File: src/asi_params.svh
// Register offsets, field positions, reset values and timing counts for the interlock
`ifndef ASI_PARAMS_SVH
`define ASI_PARAMS_SVH
`define ASI_ADDR_CTRL 4'h0
`define ASI_ADDR_FAULT 4'h1
`define ASI_ADDR_ACK 4'h2
`define ASI_ADDR_STATE 4'h3
`define ASI_ADDR_HEAT 4'h4
`define ASI_ADDR_RETRY 4'h5
`define ASI_ADDR_ID 4'h6
// Control register bits
`define ASI_CTRL_ESTOP_SET 0
`define ASI_CTRL_ESTOP_CLR 1
`define ASI_CTRL_FR_SET 2
`define ASI_CTRL_FR_CLR 3
`define ASI_CTRL_KEEPALIVE 4
`define ASI_CTRL_STOW_DONE 5
`define ASI_CTRL_ENC_RST 6
// Fault bit positions
`define ASI_F_ESTOP 0
`define ASI_F_FR 1
`define ASI_F_OTEMP 2
`define ASI_F_OCUR 3
`define ASI_F_BRK 4
`define ASI_F_ENC 5
`define ASI_F_OSPD 6
`define ASI_F_LIM1 7
`define ASI_F_LIM2 8
`define ASI_F_WIND 9
`define ASI_F_COMM 10
`define ASI_F_STUCK 11
`define ASI_NFAULT 12
// Thresholds as printed
`define ASI_OCUR_AMPS 31
`define ASI_OSPD_RPM 1500
`define ASI_WIND_MPH 50
`define ASI_COMM_LOSS_S 60
`define ASI_CLK_HZ 50000000
// Sixty seconds of system clock; too large for a signed int
`define ASI_COMM_CYCLES 32'hB2D05E00
// Head start given to a stow before a multi-breaker trip drops the drives
`define ASI_STOW_WAIT_CYCLES 8'h80
`define ASI_ENC_RST_US 10
`define ASI_ENC_RST_CYCLES (`ASI_ENC_RST_US * (`ASI_CLK_HZ / 1000000))
`define ASI_RETRY_RESET 8'h04
`define ASI_HEAT_RESET 8'h00
// Arbitrary value
`define ASI_DEVICE_ID 32'h00A5C0DE
`endif

File: src/asi_pkg.sv
// Types shared by the antenna interlock
package asi_pkg;
   typedef enum logic [1:0] {ST_IDLE, ST_BACKOUT, ST_ENCRST} asi_lim_state_t;
endpackage

File: src/asi_interlock.sv
// Antenna safety interlock and fault-response supervisor
// Notes on behaviour
// - Primary stop disables both axes, cuts thyristor drives, sets brakes.
// - Remote may set primary stop; remote clear ignored while local switch set it.
// - Separate focus/rotation stop removes focus/rotation drive power.
// - Focus/rotation stop also asserts the primary stop.
// - Primary stop never asserts the focus/rotation stop.
// - Remote may set focus/rotation stop like the primary stop.
// - One motor hot cuts that drive and field; both hot stows and cuts servo. No field output here: only the drive is cut.
// - Motor current above over-current threshold reports a fault.
// - One breaker cuts that drive; both or other breaker stows then cuts drive.
// - Encoder failure resets receiver board; persisting with vertical working stows.
// - Over-speed stows antenna and cuts drive.
// - First limit backs axis out, then resets receiver board and re-points.
// - Second limit removes axis drive power directly in hardware.
// - High wind stows and sets brakes until wind drops below threshold.
// - Manual mode ignores operations, no auto-stow, no automatic back-out.
// - Communication lost over about a minute stows the antenna.
// - Apex too cold switches on the heater tape.
// - Stuck apex limits repeated positioning attempts.
// - Stow, limits and shutdowns work without any processor.
`timescale 1ns/1ps
`include "asi_params.svh"
module asi_interlock #(
   parameter logic [31:0] COMM_CYCLES = `ASI_COMM_CYCLES,
   parameter int ENC_RST_CYCLES = `ASI_ENC_RST_CYCLES,
   parameter logic [31:0] DEVICE_ID = `ASI_DEVICE_ID // Arbitrary value
) (
   // Clock and reset
   input wire logic SYS_CLK,
   input wire logic RST,
   // Register port
   input wire logic [3:0] ADDR,
   input wire logic [31:0] WDATA,
   input wire logic WR,
   input wire logic RD,
   output logic [31:0] RDATA,
   // Stop switches and mode (pins)
   input wire logic ESTOP_LOCAL,
   input wire logic FR_ESTOP_LOCAL,
   input wire logic MANUAL_MODE,
   // Horizontal and vertical axis sensors, bit0 motor 1, bit1 motor 2
   input wire logic [1:0] HZ_OTEMP,
   input wire logic [1:0] VT_OTEMP,
   input wire logic [1:0] HZ_BRK_OPEN,
   input wire logic [1:0] VT_BRK_OPEN,
   input wire logic OTHER_BRK_OPEN,
   input wire logic HZ_OCUR,
   input wire logic VT_OCUR,
   input wire logic HZ_OSPD,
   input wire logic VT_OSPD,
   input wire logic ENC_FAIL,
   input wire logic VT_OK,
   // Limit switches, bit0 horizontal_axis, bit1 vertical_axis
   input wire logic [1:0] LIMIT1,
   input wire logic [1:0] LIMIT2,
   // Environment
   input wire logic WIND_HIGH,
   input wire logic APEX_COLD,
   input wire logic APEX_MOVE_FAIL,
   // Outputs to drives
   output logic HZ_AXIS_ENABLE,
   output logic VT_AXIS_ENABLE,
   output logic [1:0] HZ_DRIVE_ON,
   output logic [1:0] VT_DRIVE_ON,
   output logic THYRISTOR_POWER,
   output logic BRAKE_SET,
   output logic STOW_REQ,
   output logic [1:0] BACKOUT_REQ,
   output logic ENC_BOARD_RESET,
   output logic REPOINT_REQ,
   output logic FR_POWER,
   output logic TRANSLATOR_ENABLE,
   output logic HEATER_ON,
   output logic FAULT_ANY
);

   // Two-flop synchronisers for every pin input
   // Reset to the inactive level, so leaving reset never looks like a stop or a fault
   localparam int NIN = 25;
   logic [NIN-1:0] pin_raw;
   logic [NIN-1:0] sync1_r;
   logic [NIN-1:0] sync2_r;
   assign pin_raw = {ESTOP_LOCAL, FR_ESTOP_LOCAL, MANUAL_MODE, HZ_OTEMP, VT_OTEMP,
                     HZ_BRK_OPEN, VT_BRK_OPEN, OTHER_BRK_OPEN, HZ_OCUR, VT_OCUR,
                     HZ_OSPD, VT_OSPD, ENC_FAIL, VT_OK, LIMIT1, LIMIT2, WIND_HIGH,
                     APEX_COLD, APEX_MOVE_FAIL};
   always_ff @(posedge SYS_CLK) begin
      if (RST) begin
         sync1_r <= '0;
         sync2_r <= '0;
      end else begin
         sync1_r <= pin_raw;
         sync2_r <= sync1_r;
      end
   end

   logic estop_loc, fr_loc, manual, oth_brk, hz_oc, vt_oc, hz_os, vt_os;
   logic enc_fail, vt_ok, wind, cold, move_fail;
   logic [1:0] hz_ot, vt_ot, hz_brk, vt_brk, lim1, lim2;
   assign {estop_loc, fr_loc, manual, hz_ot, vt_ot, hz_brk, vt_brk, oth_brk, hz_oc,
           vt_oc, hz_os, vt_os, enc_fail, vt_ok, lim1, lim2, wind, cold,
           move_fail} = sync2_r;

   // Register write decode; operations commands ignored in manual mode
   // Keepalive and housekeeping bits stay live so a local session keeps contact
   logic wr_ctrl, ops_ok;
   assign wr_ctrl = WR && (ADDR == `ASI_ADDR_CTRL);
   assign ops_ok = wr_ctrl && !manual;
   function automatic logic cbit(input logic [31:0] d, input int pos);
      return d[pos];
   endfunction

   // Primary stop: remote latch clearable only when no local switch holds it
   logic remote_stop_r, fr_remote_r, estop_local_r;
   logic fr_stop, estop;
   always_ff @(posedge SYS_CLK) begin
      if (RST) begin
         remote_stop_r <= 1'b0;
         estop_local_r <= 1'b0;
      end else begin
         if (estop_loc) begin
            estop_local_r <= 1'b1;
         end else if (ops_ok && cbit(WDATA, `ASI_CTRL_ESTOP_CLR) && !estop_loc) begin
            estop_local_r <= 1'b0;
         end
         if (ops_ok && cbit(WDATA, `ASI_CTRL_ESTOP_SET)) begin
            remote_stop_r <= 1'b1;
         end else if (ops_ok && cbit(WDATA, `ASI_CTRL_ESTOP_CLR) && !estop_loc) begin
            remote_stop_r <= 1'b0;
         end
      end
   end

   // Focus/rotation stop; never fed from the primary stop
   always_ff @(posedge SYS_CLK) begin
      if (RST) begin
         fr_remote_r <= 1'b0;
      end else if (ops_ok && cbit(WDATA, `ASI_CTRL_FR_SET)) begin
         fr_remote_r <= 1'b1;
      end else if (ops_ok && cbit(WDATA, `ASI_CTRL_FR_CLR)) begin
         fr_remote_r <= 1'b0;
      end
   end
   assign fr_stop = fr_loc || fr_remote_r;
   // Local primary stop must be released locally: a switch still held keeps it
   assign estop = estop_loc || estop_local_r || remote_stop_r || fr_stop;

   // Communication watchdog; software writes the keepalive bit
   // Counter saturates, so a long silence cannot wrap round and clear the loss
   logic [31:0] comm_cnt_r;
   logic comm_lost;
   always_ff @(posedge SYS_CLK) begin
      if (RST) begin
         comm_cnt_r <= '0;
      end else if (wr_ctrl && cbit(WDATA, `ASI_CTRL_KEEPALIVE)) begin
         comm_cnt_r <= '0;
      end else if (comm_cnt_r < 32'(COMM_CYCLES)) begin
         comm_cnt_r <= comm_cnt_r + 32'h1;
      end
   end
   assign comm_lost = (comm_cnt_r >= 32'(COMM_CYCLES));

   // Encoder board reset pulse and persistence check
   // One reset per failure episode; another try waits until the failure clears
   logic [15:0] enc_cnt_r;
   logic enc_tried_r, enc_persist;
   logic lim_enc_rst;
   always_ff @(posedge SYS_CLK) begin
      if (RST) begin
         enc_cnt_r <= '0;
         enc_tried_r <= 1'b0;
      end else if (enc_cnt_r != 16'h0) begin
         enc_cnt_r <= enc_cnt_r - 16'h1;
      end else if ((enc_fail && !enc_tried_r) || lim_enc_rst ||
                   (wr_ctrl && cbit(WDATA, `ASI_CTRL_ENC_RST))) begin
         enc_cnt_r <= 16'(ENC_RST_CYCLES);
         enc_tried_r <= enc_fail || enc_tried_r;
      end else if (!enc_fail) begin
         enc_tried_r <= 1'b0;
      end
   end
   assign ENC_BOARD_RESET = (enc_cnt_r != 16'h0);
   assign enc_persist = enc_fail && enc_tried_r && (enc_cnt_r == 16'h0);

   // First-limit back-out sequence, one per axis
   // Manual mode drops the sequence to idle and leaves the axis to the operator
   asi_pkg::asi_lim_state_t lim_st_r [2];
   logic [1:0] backout, repoint;
   genvar g;
   generate
      for (g = 0; g < 2; g++) begin : g_lim
         always_ff @(posedge SYS_CLK) begin
            if (RST) begin
               lim_st_r[g] <= asi_pkg::ST_IDLE;
            end else begin
               case (lim_st_r[g])
                  asi_pkg::ST_IDLE: begin
                     if (lim1[g] && !manual) begin
                        lim_st_r[g] <= asi_pkg::ST_BACKOUT;
                     end
                  end
                  asi_pkg::ST_BACKOUT: begin
                     if (manual) begin
                        lim_st_r[g] <= asi_pkg::ST_IDLE;
                     end else if (!lim1[g]) begin
                        lim_st_r[g] <= asi_pkg::ST_ENCRST;
                     end
                  end
                  asi_pkg::ST_ENCRST: lim_st_r[g] <= asi_pkg::ST_IDLE;
                  default: lim_st_r[g] <= asi_pkg::ST_IDLE;
               endcase
            end
         end
         assign backout[g] = (lim_st_r[g] == asi_pkg::ST_BACKOUT);
         assign repoint[g] = (lim_st_r[g] == asi_pkg::ST_ENCRST);
      end
   endgenerate
   assign lim_enc_rst = |repoint;

   // Apex retry limiter: counts failed positioning attempts
   logic [7:0] retry_max_r, retry_cnt_r, heat_cfg_r;
   logic stuck;
   logic move_fail_d_r;
   // One attempt per rising edge of the failure flag, however long the report lasts
   always_ff @(posedge SYS_CLK) begin
      if (RST) begin
         move_fail_d_r <= 1'b0;
      end else begin
         move_fail_d_r <= move_fail;
      end
   end
   // Count holds at the limit until software reports the stow done
   always_ff @(posedge SYS_CLK) begin
      if (RST) begin
         retry_cnt_r <= '0;
      end else if (wr_ctrl && cbit(WDATA, `ASI_CTRL_STOW_DONE)) begin
         retry_cnt_r <= '0;
      end else if (move_fail && !move_fail_d_r && !stuck) begin
         retry_cnt_r <= retry_cnt_r + 8'h1;
      end
   end
   assign stuck = (retry_cnt_r >= retry_max_r);

   // Configuration registers
   always_ff @(posedge SYS_CLK) begin
      if (RST) begin
         retry_max_r <= `ASI_RETRY_RESET;
         heat_cfg_r <= `ASI_HEAT_RESET;
      end else if (WR && ADDR == `ASI_ADDR_RETRY) begin
         retry_max_r <= WDATA[7:0];
      end else if (WR && ADDR == `ASI_ADDR_HEAT) begin
         heat_cfg_r <= WDATA[7:0];
      end
   end

   // Fault conditions and responses, all pure hardware
   logic hz_both_hot, vt_both_hot, brk_multi, overspeed, auto_stow;
   assign hz_both_hot = &hz_ot;
   assign vt_both_hot = &vt_ot;
   assign brk_multi = (&hz_brk) || (&vt_brk) || oth_brk;
   assign overspeed = hz_os || vt_os;
   assign auto_stow = !manual && (hz_both_hot || vt_both_hot || brk_multi ||
                      overspeed || wind || comm_lost || (enc_persist && vt_ok));
   logic servo_cut;
   assign servo_cut = hz_both_hot || vt_both_hot || overspeed;
   assign STOW_REQ = auto_stow;

   // Drive enables per motor; stow for breakers attempted before drive drop
   logic brk_cut;
   logic [7:0] brk_wait_r;
   // Stow gets a fixed head start: cutting the drives first would strand the dish
   // Limitation: the head start is a cycle count, not a confirmed stow position
   always_ff @(posedge SYS_CLK) begin
      if (RST) begin
         brk_wait_r <= 8'h00;
      end else if (!brk_multi) begin
         brk_wait_r <= 8'h00;
      end else if (brk_wait_r != `ASI_STOW_WAIT_CYCLES) begin
         brk_wait_r <= brk_wait_r + 8'h01;
      end
   end
   // In manual mode nobody stows for us, so the drives drop at once
   assign brk_cut = brk_multi && (manual || (brk_wait_r == `ASI_STOW_WAIT_CYCLES));
   assign HZ_DRIVE_ON = ~hz_ot & ~hz_brk &
                        {2{!estop && !servo_cut && !lim2[0] && !brk_cut}};
   assign VT_DRIVE_ON = ~vt_ot & ~vt_brk &
                        {2{!estop && !servo_cut && !lim2[1] && !brk_cut}};
   assign HZ_AXIS_ENABLE = !estop && !lim2[0];
   assign VT_AXIS_ENABLE = !estop && !lim2[1];
   assign THYRISTOR_POWER = !estop;
   assign BRAKE_SET = estop || (wind && !manual);
   assign BACKOUT_REQ = backout;
   assign REPOINT_REQ = |repoint;
   assign FR_POWER = !fr_stop;
   assign TRANSLATOR_ENABLE = !fr_stop && !stuck;
   assign HEATER_ON = cold || heat_cfg_r[0];

   // Sticky faults: a new event wins over an acknowledge in the same cycle
   // Faults outlive their cause so a brief trip is still seen by software
   logic [`ASI_NFAULT-1:0] fault_now, fault_r;
   assign fault_now = {stuck, comm_lost, wind, |lim2, |lim1, overspeed, enc_fail,
                       brk_multi || (|hz_brk) || (|vt_brk), hz_oc || vt_oc,
                       (|hz_ot) || (|vt_ot), fr_stop, estop};
   always_ff @(posedge SYS_CLK) begin
      if (RST) begin
         fault_r <= '0;
      end else if (WR && ADDR == `ASI_ADDR_ACK) begin
         fault_r <= (fault_r & ~WDATA[`ASI_NFAULT-1:0]) | fault_now;
      end else begin
         fault_r <= fault_r | fault_now;
      end
   end
   assign FAULT_ANY = |fault_r;

   // Read data one cycle after the strobe; unmapped reads return zero
   // Zero outside the read slot keeps a stale word from being taken twice
   always_ff @(posedge SYS_CLK) begin
      if (RST) begin
         RDATA <= '0;
      end else if (RD) begin
         case (ADDR)
            `ASI_ADDR_CTRL: RDATA <= {26'h0, fr_remote_r, remote_stop_r, manual,
                                      estop_local_r, fr_stop, estop};
            `ASI_ADDR_FAULT: RDATA <= {20'h0, fault_r};
            `ASI_ADDR_STATE: RDATA <= {22'h0, STOW_REQ, BRAKE_SET, REPOINT_REQ,
                                       ENC_BOARD_RESET, backout, lim2, lim1};
            `ASI_ADDR_HEAT: RDATA <= {24'h0, heat_cfg_r};
            `ASI_ADDR_RETRY: RDATA <= {16'h0, retry_cnt_r, retry_max_r};
            `ASI_ADDR_ID: RDATA <= DEVICE_ID;
            default: RDATA <= 32'h0;
         endcase
      end else begin
         RDATA <= 32'h0;
      end
   end
endmodule

File: config.mk
export PLATFORM = sky130hd
export DESIGN_NAME = asi_interlock
export DESIGN_NICKNAME = d
export VERILOG_FILES = /design/src/asi_pkg.sv /design/src/asi_interlock.sv
export VERILOG_INCLUDE_DIRS = /design/src
export SDC_FILE = /design/constraint.sdc
export NUM_CORES = 1
export LEC_CHECK = 0
export ABC_AREA = 1
export BUFFER_PORTS_ARGS = -buffer_cell sky130_fd_sc_hd__buf_4
export CORE_MARGIN = 2
export CORE_UTILIZATION = 52
export DETAILED_ROUTE_END_ITERATION = 10
export GPL_ROUTABILITY_DRIVEN = 0
export PLACE_DENSITY = 0.76
export SYNTH_ARGS = -nofsm -noshare
export SYNTH_HDL_FRONTEND = slang
export SYNTH_SLANG_ARGS = --single-unit
File: constraint.sdc
create_clock -name SYS_CLK -period 1.73 [get_ports SYS_CLK]
set_clock_uncertainty 0.2 [all_clocks]
set_input_delay 0 -clock SYS_CLK [delete_from_list [all_inputs] [get_ports SYS_CLK]]
set_output_delay 0 -clock SYS_CLK [all_outputs]
set_load 0.01 [all_outputs]
==> load_flow_metrics.sql <==
INSERT INTO impl_metrics (metric_group, metric, value, unit) VALUES
('layout', 'fillerInstances', '768', ''),
('layout', 'non_filler_cells_in_the_finished_layout', '1599', ''),
('worst_setup_path', 'r2r_setup_slack', '-370', 'ps'),
('cts', 'clock_insertion_delay_worst_skew', '440', 'ps'),
('power', 'power_report.internal_total', '7.61', 'mW'),
('drt', 'first_pass_iters', '6', ''),
('grt', 'grt_pass1_vias', '8370', ''),
('cts', 'cts.clk_slew.worst_paths', '70', 'ps'),
('power', 'p_clk_frac', '0.352', ''),
('logic_synthesis', 'synth_flop_cell', 'dfxtp_1', ''),
('grt', 'grt_antenna_before_repair', '1', ''),
('grt', 'grt_pass1_wl', '40200', 'µm'),
('sta', 'timing_worst_slew_pin_value', '641', 'ps'),
('logic_synthesis', 'yosys_register_bits', '168', ''),
('sta', 'report.final.slew_viol_count', '0', ''),
('worst_setup_path', 'arrival', '1920', 'ps'),
('placement', 'place_hpwl', '15600', 'µm'),
('worst_setup_path', 'path_class', 'flop to primary output', ''),
('drt', 'routed-via-count', '9106', ''),
('worst_setup_path', 'cell_chain_critical_path', 'nor3_1, nand4_1, nand2_1, inv_2, a21oi_4, buf_6', ''),
('sta', 'hold_ws', '-21.1', 'ps'),
('logic_synthesis', 'number_of_enable_type_register_cells_in_the_synthesized_netlist', '4', ''),
('worst_setup_path', 'worstPathBufferInverterCount', '2', ''),
('sta', 'final-hold-violation-count', '3', ''),
('power', 'power.density_cell_area', '935', 'nW/µm²'),
('sta', 'setup_viol_count_final', '64', ''),
('cts', 'clock_tree.buffer_depth', '2', ''),
('worst_setup_path', 'cp_slowest_cell', 'nor3_1', ''),
('logic_synthesis', 'avg_cell_area_syn', '7.00', 'µm²'),
('drt', 'ant_nets', '0', ''),
('sta', 'finalCriticalPeriod', '2120', 'ps'),
('cts', 'clkSinkCount', '168', ''),
('power', 'seq_power_share', '0.378', ''),
('worst_setup_path', 'crit_start', 'enc_cnt_r[8]', ''),
('cts', 'cts-buffers-inserted', '17', ''),
('worst_setup_path', 'path_delay_family', 'simple AND/OR/NAND/NOR gates', ''),
('placement', 'placement.setup.worst_slack', '-101', 'ps'),
('floorplanning', 'die-height', '127', 'µm'),
('grt', 'global_route.usage.total', '0.315', ''),
('layout', 'signed_area_change_from_the_synthesized_netlist_to_the_final_layout', '54.1', '%'),
('worst_setup_path', 'worst_setup_path_start_kind', 'flop', ''),
('worst_hold_path', 'worstHoldPathType', 'input port to flop', ''),
('worst_setup_path', 'worstPathMaxFanout', '5', ''),
('worst_setup_path', 'rr_worst_depth', '11', ''),
('sta', 'grt_setup_unrepaired', 'yes', ''),
('grt', 'grt_start_max_net_pins', '50', ''),
('status', 'violations', 'hold timing, setup timing', ''),
('cts', 'htreeDepth', '4', ''),
('worst_setup_path', 'critPathMaxStageDelay', '490', 'ps'),
('floorplanning', 'die_area', '16100', 'µm²'),
('logic_synthesis', 'synth.yosys.seq_area_share', '0.432', ''),
('power', 'p_leak', '5.37', 'nW'),
('sta', 'timing.final.crit_share', '1.23', ''),
('logic_synthesis', 'post_synth_inst_count', '1124', ''),
('job', 'maxCapViolCount', '0', ''),
('drt', 'drc', '0', ''),
('logic_synthesis', 'synth.yosys.warnings', '0', ''),
('floorplanning', 'placementRows', '44', ''),
('worst_setup_path', 'crit-reg2reg-launch', 'comm_cnt_r[14]', ''),
('drt', 'iter_0_drt_violations', '1021', ''),
('layout', 'design.final.nets', '1482', ''),
('placement', 'dpl.cell_count', '1477', ''),
('status', 'outcome', 'finished with violations', ''),
('layout', 'n_diodes', '0', ''),
('placement', 'io_buffer_count', '81', ''),
('sta', 'postLayoutSetupSlackWorst', '-392', 'ps'),
('power', 'p_sw_frac', '0.329', ''),
('layout', 'post_route_cells_drive_above_1_share', '0.384', ''),
('cts', 'cts_tree', 'built', ''),
('floorplanning', 'die_width', '127', 'µm'),
('floorplanning', 'start_util', '0.538', '');
## layout make-up
| cell class | count | area (µm²) | area share |
|---|---|---|---|
| Clock buffer | 17 | 425 | 0.0351 |
| Clock inverter | 15 | 206 | 0.0170 |
| Inverter | 167 | 669 | 0.0552 |
| Multi-Input combinational cell | 758 | 4610 | 0.380 |
| Sequential cell | 168 | 3450 | 0.284 |
| Tap cell | 184 | 230 | 0.0190 |
| Timing Repair Buffer | 290 | 2530 | 0.209 |
## state kept, by name (all words and copies together), names as in the netlist
| signal | flops |
|---|---|
| brk_wait_r | 8 |
| sync1_r | 25 |
| RDATA | 17 |
| lim_st_r | 4 |
| remote_stop_r | 1 |
| fr_remote_r | 1 |
| sync2_r | 25 |
| enc_cnt_r | 16 |
| fault_r | 12 |
| retry_max_r | 8 |
| comm_cnt_r | 32 |
| heat_cfg_r | 8 |
| enc_tried_r | 1 |
| retry_cnt_r | 8 |
| move_fail_d_r | 1 |
| estop_local_r | 1 |
## cells by family after synthesis
kind of cell,synth area share
fa+ha+maj,0.0238
compound gates,0.112
other cells,0.000476
buf+inv,0.115
simple gates,0.286
xor+xnor,0.0300
flops,0.432
## synthesized netlist by cell type (all sizes together), types with 3 or more instances
cell,count,share of area
o21ai,37,0.024
ha,15,0.024
dfxtp,164,0.42
a31oi,8,0.0064
nand3b,5,0.0048
nand3,43,0.028
nand4,19,0.015
edfxtp,4,0.015
inv,164,0.079
a211oi,6,0.0057
clkbuf,10,0.0048
clkinv,3,0.0014
o22ai,7,0.0056
nor2,170,0.083
xor2,21,0.023
a21oi,95,0.062
nor4,7,0.0056
nor3,33,0.021
xnor2,6,0.0067
buf,32,0.030
or2,3,0.0024
nand2,259,0.12
## how the worst min path moves through the flow
stage	depth (start not counted)	start	endpoint
4_1_cts	7	ADDR[2]	RDATA[0]
2_1_floorplan	2	APEX_MOVE_FAIL	sync1_r[0]
5_1_grt	5	WR	fault_r[6]
3_3_place_gp	3	HZ_OTEMP[0]	sync1_r[20]
3_5_place_dp	3	HZ_OTEMP[0]	sync1_r[20]
6_report	5	WR	fault_r[2]
## worst min-delay path, delay by kind of cell
kind	cells	cell delay, ps
AO/OA/AOI/OAI	2	200
buffers and inverters	2	270
AND/OR/NAND/NOR	1	110
## metrics by stage
stage	total power [mW]	TNS [ps]	hold slack [ps]	cell area, µm²
4_1_cts	10.7	-5320	30.1	11400
5_1_grt	11.8	-18050	6.52	12100
3_3_place_gp	6.23	0	-2.16	9440
6_report	11.3	-14110	-21.1	12100
3_5_place_dp	6.28	-874	7.55	9440
2_1_floorplan	5.48	-249	-93.0	7950
## routing by layer
layer,track usage,routed length [µm],vias to the layer above
met3,0.0653,2500,192
met1,0.362,10400,4201
met5,0,13,-
met4,0.149,1660,2
met2,0.559,14500,618
li1,-,-,4093
## power by group through the flow
stage / Sequential [mW] / Combinational, mW / Clock (mW)
after detailed placement: 4.33 / 1.95 / 0
final: 4.29 / 3.05 / 4.00
after floorplan: 4.31 / 1.17 / 0
after global routing: 4.31 / 3.28 / 4.17
after CTS: 4.26 / 2.48 / 3.97
after global placement: 4.33 / 1.90 / 0
## what timing repair did
item,in CTS,in global routing
hold buffers,49,3
buffers inserted,33,22
hold endpoints to repair,132,11
gates resized for setup,173,192
pin swaps,59,64
setup endpoints to repair,61,89
cloned,2,1
Power figures use the tool's default switching activity.
